[src/hw/dcc_pkg.sv]
// constants and types for the dual comparator control block
package dcc_pkg;

	// ----------------------------------------------------------------
	// register map, byte addresses
	// ----------------------------------------------------------------
	localparam logic [7:0] DCC_CTRL_ADDR   = 8'h9C;
	localparam logic [7:0] DCC_STATUS_ADDR = 8'hA0;
	localparam logic [7:0] DCC_MASK_ADDR   = 8'hA4;

	// ----------------------------------------------------------------
	// comparator_control fields
	// ----------------------------------------------------------------
	localparam int         DCC_CMP2_RESULT_BIT = 7;
	localparam int         DCC_CMP1_RESULT_BIT = 6;
	localparam int         DCC_CMP2_INVERT_BIT = 5;
	localparam int         DCC_CMP1_INVERT_BIT = 4;
	localparam int         DCC_INPUT_SWITCH_BIT = 3;
	localparam int         DCC_MODE_LSB        = 0;
	localparam logic [7:0] DCC_CTRL_WR_MASK    = 8'h3F;
	localparam logic [7:0] DCC_CTRL_RESET      = 8'h07;

	// ----------------------------------------------------------------
	// modes
	// ----------------------------------------------------------------
	localparam logic [2:0] DCC_MODE_SWITCH  = 3'h1;
	localparam logic [2:0] DCC_MODE_VREF    = 3'h2;
	localparam logic [2:0] DCC_MODE_OUTPUTS = 3'h6;
	localparam logic [2:0] DCC_MODE_OFF     = 3'h7;

	// ----------------------------------------------------------------
	// status and mask
	// ----------------------------------------------------------------
	localparam int         DCC_CHANGE_BIT    = 0;
	localparam logic [7:0] DCC_STATUS_RESET  = 8'h00;
	localparam logic [7:0] DCC_MASK_RESET    = 8'h00;
	localparam logic [7:0] DCC_EVENT_MASK    = 8'h01;

	// analog multiplexer steering toward the comparators and pins
	typedef struct packed {
		logic cmp1_enable;  // comparator 1 powered
		logic cmp2_enable;  // comparator 2 powered
		logic cmp1_neg_pin3; // 1: port_a_bit3, 0: port_a_bit0
		logic cmp2_neg_pin2; // 1: port_a_bit2, 0: port_a_bit1
		logic vref_to_pos;   // reference on both positive inputs
		logic out_route;     // results driven on port_a_bit3/4
	} dcc_route_t;

	localparam dcc_route_t DCC_ROUTE_RESET = 6'h00;

endpackage : dcc_pkg

[src/hw/dcc_top.sv]
// dual comparator control: APB registers, result sync, change flag
// Notes on behaviour
// [RL1] two comparators on port A pins 0-3, results out on pins 3 and 4
// [RL2] internal voltage reference can feed the comparators besides the pins
// [RL3] control register steers input muxes and output muxes to the pins
// [RL4] 8-bit control at 9Ch; result bits read-only, others read/write
// [RL5] bit 7 is comparator 2, bit 6 comparator 1: high when plus above minus
// [RL6] bits 5 and 4 invert the reported results of comparators 2 and 1
// [RL7] modes 001, 010: switch bit picks pin 3 or pin 0 as comparator 1 minus
// [RL8] mode 010 with switch set puts pin 2 on comparator 2 minus
// [RL9] reset returns control register to off configuration, mode 111
// [RL10] change flag sets when either result differs from latched value
// [RL11] any control access ends mismatch; mismatch keeps setting the flag
// [RL12] mode 010 applies the reference to both positive inputs
// [RL13] raw comparator outputs pass a two-stage synchroniser before use
//
// Design decision made here: the APB slave port.
`timescale 1ns/1ps
`default_nettype none
module dcc_top
	import dcc_pkg::*;
(
	input  wire logic        pclk,            // 200 MHz bus clock
	input  wire logic        presetn,         // async reset, active low
	input  wire logic        psel,            // apb select
	input  wire logic        penable,         // apb access phase
	input  wire logic        pwrite,          // apb direction
	input  wire logic [7:0]  paddr,           // apb byte address
	input  wire logic [31:0] pwdata,          // apb write data
	output logic      [31:0] prdata,          // apb read data
	output logic             pready,          // apb ready
	output logic             pslverr,         // apb error
	input  wire logic        cmp1_raw,        // analog comparator 1 out
	input  wire logic        cmp2_raw,        // analog comparator 2 out
	output dcc_route_t       route,           // analog mux steering
	output logic             port_a_bit3_out, // comparator 1 result pin
	output logic             port_a_bit3_oe,  // drive enable, bit 3
	output logic             port_a_bit4_out, // comparator 2 result pin
	output logic             port_a_bit4_oe,  // drive enable, bit 4
	output logic             irq              // level interrupt
);

	// ----------------------------------------------------------------
	// functions
	// ----------------------------------------------------------------
	function automatic dcc_route_t route_of(input logic [7:0] ctrl);
		dcc_route_t r;
		logic [2:0] m;
		m = ctrl[DCC_MODE_LSB +: 3];
		r.cmp1_enable   = (m != DCC_MODE_OFF);                     // RL1
		r.cmp2_enable   = (m != DCC_MODE_OFF);                     // RL1
		r.cmp1_neg_pin3 = ctrl[DCC_INPUT_SWITCH_BIT]
			&& (m == DCC_MODE_SWITCH || m == DCC_MODE_VREF);       // RL7
		r.cmp2_neg_pin2 = ctrl[DCC_INPUT_SWITCH_BIT]
			&& (m == DCC_MODE_VREF);                               // RL8
		r.vref_to_pos   = (m == DCC_MODE_VREF);                    // RL2 RL12
		r.out_route     = (m == DCC_MODE_OUTPUTS);                 // RL1
		return r;
	endfunction : route_of

	function automatic logic is_access(input logic sel, input logic en);
		return sel && en;
	endfunction : is_access

	// ----------------------------------------------------------------
	// registers and nets
	// ----------------------------------------------------------------
	logic [7:0]  ctrl_r;
	logic [7:0]  status_r;
	logic [7:0]  mask_r;
	logic [7:0]  rd_status_r;
	logic [1:0]  sync1_r;
	logic [1:0]  sync2_r;
	logic [1:0]  result_r;
	logic [1:0]  latched_r;
	logic [31:0] prdata_r;
	logic        slverr_r;
	logic        setup;
	logic        done;
	logic        hit_ctrl;
	logic        hit_status;
	logic        hit_mask;
	logic        mapped;
	logic        mismatch;
	logic [7:0]  events;
	logic [1:0]  result_nxt;
	dcc_route_t  route_nxt;

	assign setup      = psel && !penable;
	assign done       = is_access(psel, penable);
	assign hit_ctrl   = (paddr == DCC_CTRL_ADDR);
	assign hit_status = (paddr == DCC_STATUS_ADDR);
	assign hit_mask   = (paddr == DCC_MASK_ADDR);
	assign mapped     = hit_ctrl || hit_status || hit_mask;
	// one decode feeds the steering flops and the checks
	assign route_nxt  = route_of(ctrl_r);

	// ----------------------------------------------------------------
	// apb slave
	// ----------------------------------------------------------------
	// one wait-free access phase; read data is built in setup so that
	// prdata comes from a flop
	assign pready  = done;
	assign pslverr = done && slverr_r;
	assign prdata  = prdata_r;

	always_ff @(posedge pclk or negedge presetn)
	begin
		if (!presetn)
		begin
			prdata_r    <= 32'h0000_0000;
			slverr_r    <= 1'b0;
			rd_status_r <= 8'h00;
		end
		else if (setup)
		begin
			slverr_r    <= !mapped;
			rd_status_r <= (hit_status && !pwrite) ? status_r : 8'h00;
			if (pwrite || !mapped)
				prdata_r <= 32'h0000_0000;
			else if (hit_ctrl)
				prdata_r <= {24'h00_0000, ctrl_r};                  // RL4
			else if (hit_status)
				prdata_r <= {24'h00_0000, status_r};
			else
				prdata_r <= {24'h00_0000, mask_r};
		end
	end

	// ----------------------------------------------------------------
	// control register
	// ----------------------------------------------------------------
	assign result_nxt = {sync2_r[1] & route.cmp2_enable,
		sync2_r[0] & route.cmp1_enable}
		^ {ctrl_r[DCC_CMP2_INVERT_BIT], ctrl_r[DCC_CMP1_INVERT_BIT]}; // RL6

	always_ff @(posedge pclk or negedge presetn)
	begin
		if (!presetn)
			ctrl_r <= DCC_CTRL_RESET;                                // RL9
		else if (done && pwrite && hit_ctrl)
			ctrl_r <= {result_nxt,                                   // RL5
				pwdata[5:0] & DCC_CTRL_WR_MASK[5:0]};                // RL4
		else
			ctrl_r[7:6] <= result_nxt;                               // RL5
	end

	always_ff @(posedge pclk or negedge presetn)
	begin
		if (!presetn)
			result_r <= 2'b00;
		else
			result_r <= result_nxt;                                  // RL5
	end

	always_ff @(posedge pclk or negedge presetn)
	begin
		if (!presetn)
			mask_r <= DCC_MASK_RESET;
		else if (done && pwrite && hit_mask)
			mask_r <= pwdata[7:0] & DCC_EVENT_MASK;
	end

	// ----------------------------------------------------------------
	// synchroniser
	// ----------------------------------------------------------------
	// comparator outputs are asynchronous to pclk
	always_ff @(posedge pclk or negedge presetn)
	begin
		if (!presetn)
		begin
			sync1_r <= 2'b00;
			sync2_r <= 2'b00;
		end
		else
		begin
			sync1_r <= {cmp2_raw, cmp1_raw};                         // RL13
			sync2_r <= sync1_r;                                      // RL13
		end
	end

	// ----------------------------------------------------------------
	// change detection
	// ----------------------------------------------------------------
	// any completed control access refreshes the reference value
	always_ff @(posedge pclk or negedge presetn)
	begin
		if (!presetn)
			latched_r <= 2'b00;
		else if (done && hit_ctrl)
			latched_r <= result_r;                                   // RL11
	end

	assign mismatch = (result_r != latched_r);                       // RL10
	assign events   = {7'h00, mismatch};

	// read clears only what was seen; a new event wins over the clear
	always_ff @(posedge pclk or negedge presetn)
	begin
		if (!presetn)
			status_r <= DCC_STATUS_RESET;
		else if (done && hit_status && !pwrite)
			status_r <= (status_r & ~rd_status_r) | events;         // RL11
		else
			status_r <= status_r | events;                           // RL10
	end

	assign irq = |(status_r & mask_r);

	// ----------------------------------------------------------------
	// analog steering and result pins
	// ----------------------------------------------------------------
	// pins carry the synchronised result, four cycles behind the analog
	always_ff @(posedge pclk or negedge presetn)
	begin
		if (!presetn)
		begin
			route           <= DCC_ROUTE_RESET;
			port_a_bit3_out <= 1'b0;
			port_a_bit4_out <= 1'b0;
			port_a_bit3_oe  <= 1'b0;
			port_a_bit4_oe  <= 1'b0;
		end
		else
		begin
			route           <= route_nxt;                            // RL3
			port_a_bit3_out <= result_r[0];                          // RL1
			port_a_bit4_out <= result_r[1];                          // RL1
			port_a_bit3_oe  <= route_nxt.out_route;                  // RL3
			port_a_bit4_oe  <= route_nxt.out_route;                  // RL3
		end
	end
endmodule : dcc_top
`default_nettype wire

[config.mk]
export PLATFORM = sky130hd
export DESIGN_NAME = dcc_top
export DESIGN_NICKNAME = d
export VERILOG_FILES = /design/src/hw/dcc_pkg.sv /design/src/hw/dcc_top.sv
export SDC_FILE = /design/constraint.sdc
export NUM_CORES = 1
export LEC_CHECK = 0
export BUFFER_PORTS_ARGS = -buffer_cell sky130_fd_sc_hd__buf_2
export CORE_MARGIN = 10
export CORE_UTILIZATION = 52
export CTS_BUF_LIST = sky130_fd_sc_hd__clkbuf_4
export DETAILED_ROUTE_END_ITERATION = 12
export PLACE_DENSITY = 0.87
export SKIP_CTS_REPAIR_TIMING = 1
export SLEW_MARGIN = 20
export SYNTH_ARGS = -nofsm -noshare
export SYNTH_HDL_FRONTEND = slang
export SYNTH_SLANG_ARGS = --single-unit
[constraint.sdc]
create_clock -name pclk -period 2 [get_ports pclk]
set_input_delay 0.3 -clock pclk [delete_from_list [all_inputs] [get_ports pclk]]
set_output_delay 0.3 -clock pclk [all_outputs]
set_load 0.05 [all_outputs]
# Word level (Yosys, flattened, before mapping)
# Index checks and enable logic that the tools add are counted.
[op_classes]
n_mux = 5
n_reduce_logical = 20
bitwise = 8
eq_ne = 8
[ops]
columns = ["cell", "n"]
rows = [
  ["32-bit 2-to-1 mux", 2],
  ["8-bit equality test (second input constant)", 3],
  ["8-bit 2-to-1 mux", 3],
  ["8-bit by 1-bit bitwise OR with 8-bit output", 2],
  ["1-bit logical AND", 12],
  ["8-bit by 1-bit AND with 8-bit output", 1],
  ["8-bit AND", 1],
  ["8-bit NOT", 1],
  ["8-bit OR reduction", 1],
  ["1-bit logical OR", 4],
  ["3-bit by 1-bit equality test with 1-bit output (second input constant)", 1],
  ["3-bit by 2-bit equality test with 1-bit output (second input constant)", 1],
  ["3-bit equality test (second input constant)", 1],
  ["1-bit logical NOT", 3],
  ["3-bit != test (second input constant)", 1],
  ["1-bit AND", 2],
  ["2-bit != test", 1],
  ["2-bit XOR", 1],
]
[totals]
ff_bits = 71
input_bits = 47
out_inout_bits = 45
elab_cells = 58

# Depth between registers and ports, before layout
[depth]
word_depth = 6
depth_mapped = 5
ltp_nobuf = 5

# Worst setup path after synthesis
# OpenSTA, ideal clock, no wires.
[synth_path]
path_kind = "input -> register"
start = "input paddr[2]"
end = "register status_r[0]"
required_time_ns = 1.876
n_path_buf = 0
arrival_ns = 1.550
slack_ns = 0.326
cell_stages = 4
setup_time_ns = 0.124
cell_sequence = "or4b_4 -> nor4_4 -> nand2_1 -> a211o_1"
[synth_via]
elab_chain_cells = 4
[synth_rtl]
columns = ["element", "line", "rtl"]
rows = [
  ["start, declared", "dcc_top.sv:28", "input wire logic [7:0] paddr,"],
  ["8-bit equality test", "dcc_top.sv:92", "assign hit_status = (paddr == DCC_STATUS_ADDR);"],
  ["1-bit logical AND (2 in a row)", "dcc_top.sv:202", "else if (done && hit_status && !pwrite)"],
  ["8-bit 2-to-1 mux", "dcc_top.sv:202", ""],
  ["end signal, assigned", "dcc_top.sv:203", "status_r <= (status_r & ~rd_status_r) | events;"],
  ["end signal, assigned", "dcc_top.sv:205", "status_r <= status_r | events;"],
  ["end, declared", "dcc_top.sv:69", "logic [7:0] status_r;"],
]
# Every way passes these cells.
# A chain may end at the register's enable or synchronous reset.

# Worst setup path in the final report
[layout_path]
start = "register status_r[0]"
end = "output irq"
[layout_via]
elab_chain_cells = 2
[layout_rtl]
columns = ["element", "line", "rtl"]
rows = [
  ["8-bit by 1-bit AND with 8-bit output", "dcc_top.sv:208", "assign irq = |(status_r & mask_r);"],
  ["8-bit OR reduction", "dcc_top.sv:208", ""],
  ["end, declared", "dcc_top.sv:40", "output logic irq"],
]
# Every way passes these cells.

==> flow_summary.toml <==
[status]
status = "finished with violations"
violations = "negative hold slack"

[floorplanning]
core_area_mm2 = 0.00374
dieArea_mm2 = 0.00689
num_rows = 22
boundaryPins = 92
die_x_um = 83.0
dieHeight_um = 83.0
start_util = 0.552

[grt]
grt-ovfl-total = 0
grt_use_total = 0.129
grt.busiest_layer = "met2"
grt_start_max_net_pins = 48
grt_pass1_wl_mm = 7.33
grt_use_met2 = 0.199
antenna_found_initial = 0
grt_util_met1 = 0.148
grt_pass1_vias = 1472
globalRouteMet3Util = 0.0576

[timing]
setup_tns_ns = 0
hold_slack_ns = -0.00710
worst_pin_slew_ns = 0.554
layout_min_cycle_time_ns = 1.50
fin_crit_sh = 0.749
skew_ns = 0.0152
worst_slack_ns = 0.503
max_freq_ghz = 0.668
setup_viol = 0
hold_viol_final = 19
relSlewSlack = 0.631
finalMaxSlewViolations = 0
rsz0062_at_grt = "no"

[synth]
synthXorXnorAreaFrac = 0.0170
synth_compound_area_frac = 0.128
synthArstFlopShare = 1.00
synth_enable_flop_cells = 0
netlist_instances = 171
syn_avg_cell_area_um2 = 12.1
ys_seq_area_frac = 0.571
yosys.area_share.simple = 0.125
synth_cell_type_count = 36
ys.flop_type = "dfrtp_1"
synth_seq_cells = 47
syn_area_mm2 = 0.00207
synth_top_family_by_area = "compound AO/OA/AOI/OAI gates"
ys_warn_count = 0
synth.area.mux_share = 0.0491
synthAdderAreaFrac = 0

[detailed_routing]
drc = 0
ant_nets = 0
vias_per_cell = 5.16
avgRoutedWirePerCell_um = 16.1
wl_mm = 4.33
dr.pass1.iters = 7
vias = 1382
drtIter0Drc = 76

[critical_path]
slowest_stage = "dfrtp_1"
setup.worst_path.start = "status_r[0]$_DFF_PN0_"
start_kind = "flip-flop"
crit_required_ns = 1.70
crit_type = "reg2out"
crit_path_end_kind = "primary output"
r2r_start = "ctrl_r[0]$_DFFE_PN1P_"
r2r_cells = 3
arrival_ns = 1.20
crit_fanout = 4
crit_path_max_incr_delay_ns = 0.43
crit_chain = "and2_1 > buf_2"

[clocking]
ctsHtreeMaxLevel = 2
cts.sinks = 47
root_buffer = "clkbuf_4"
clk_pin_slew_ns = 0.13
clock_latency_ns = 0.36
cts_made_buffers = 5
cts.path.max_buffers = 2
cts_tree = "built"

[final_layout]
layout_commonest_cell = "dfrtp_1"
num_antenna_cells = 0
final.fill_count = 314
utilization = 0.618
syn_to_final_growth_pct = 11.9
nets = 266
fin_area_mm2 = 0.00231
drive_gt1_frac = 0.345
final_cell_mix = "dfrtp_1, buf_2, conb_1, nand2_1, mux2_2"

[flow_run]
maxCapViolations = 0

[worst_hold_path]
hold_path.class = "in2async"

[placed_design]
gp_congestion = 0.750
hpwl_mm = 3.32
place_ws_ns = 0.164
portBuffers = 41
post_dp_cell_area_mm2 = 0.00225

[power_and_ir_drop]
powerDensity_mw_per_mm2 = 701
ir_worst_vdd_uv = 409
p_leak_uw = 0.00117
[area by class of cell]
class	count	area (µm²)	area share
repair buffers	48	258	0.111
well taps	48	60.1	0.0260
multi-input cells	115	749	0.324
clock inverters	2	12.5	0.00541
inverters	2	7.51	0.00325
clock buffers	6	45.0	0.0195
flip-flops and latches	47	1180	0.510
[Yosys cell counts, types with 2 or more instances]
master    count  area (µm²)
a22oi_1       7        52.6
nor4_4        2        42.5
clkbuf_1      2        7.51
nor3b_1       2        15.0
mux2_2        9         101
or4b_4        2        27.5
a22o_1        8        70.1
nor2_1        5        18.8
dfstp_2       3        78.8
buf_4        27         203
dfrtp_1      44        1100
nand2b_1      3        18.8
xnor2_1       2        17.5
inv_1         2        7.51
xor2_1        2        17.5
nand2_1      17        63.8
o21ai_0       7        35.0
a21boi_0      7        52.6
a21oi_1       3        15.0
[logic make-up after synthesis]
family / after synthesis
flip-flops: 47
AND/OR/NAND/NOR: 41
AO/OA/AOI/OAI: 37
buffers and inverters: 32
multiplexers: 9
XOR/XNOR: 4
other: 1
[per-layer routing]
metal	up-vias	wire [µm]
li1	640	-
met1	681	1790
met2	53	2140
met3	8	313
met4	0	81
met5	-	0
[power by group]
part | switching (µW) | internal, µW
clock | 289 | 149
combinational | 171 | 38.7
sequential | 7.93 | 965
total | 468 | 1150
[through the flow]
stage | hold WS [ns] | std cells | total power (µW)
2_1_floorplan | 0.00441 | 194 | 1180
3_3_place_gp | 0.334 | 260 | 1200
3_5_place_dp | 0.336 | 260 | 1200
4_1_cts | 0.00634 | 268 | 1630
5_1_grt | 0.0227 | 268 | 1690
6_report | -0.00710 | 268 | 1620
[final timing paths]
path | end | slack, ns
worst max-delay path | irq | 0.50
max in group asynchronous | ctrl_r[2]$_DFFE_PN1P_ | 1.62
worst min register to register | sync2_r[1]$_DFF_PN0_ | 0.36
worst min-delay path | route[3]$_DFF_PN0_ | -0.007
min in group pclk | sync1_r[0]$_DFF_PN0_ | 0.04
worst max register to register | prdata[0]$_DFFE_PN0P_ | 0.86
[state kept, by name, indices dropped and copies added (netlist names), 2 cells and up]
signal	flops
route	4
prdata	8
status_r	8
rd_status_r	8
ctrl_r	8
sync1_r	2
latched_r	2
sync2_r	2
[worst max-delay path, delay by kind of cell, from the launching register on]
kind / cells / cell delay, ns
and+or+nand+nor: 1 / 0.15
buffers and inverters: 1 / 0.26
DFF: 1 / 0.43
(Power assumes the default switching activity.)
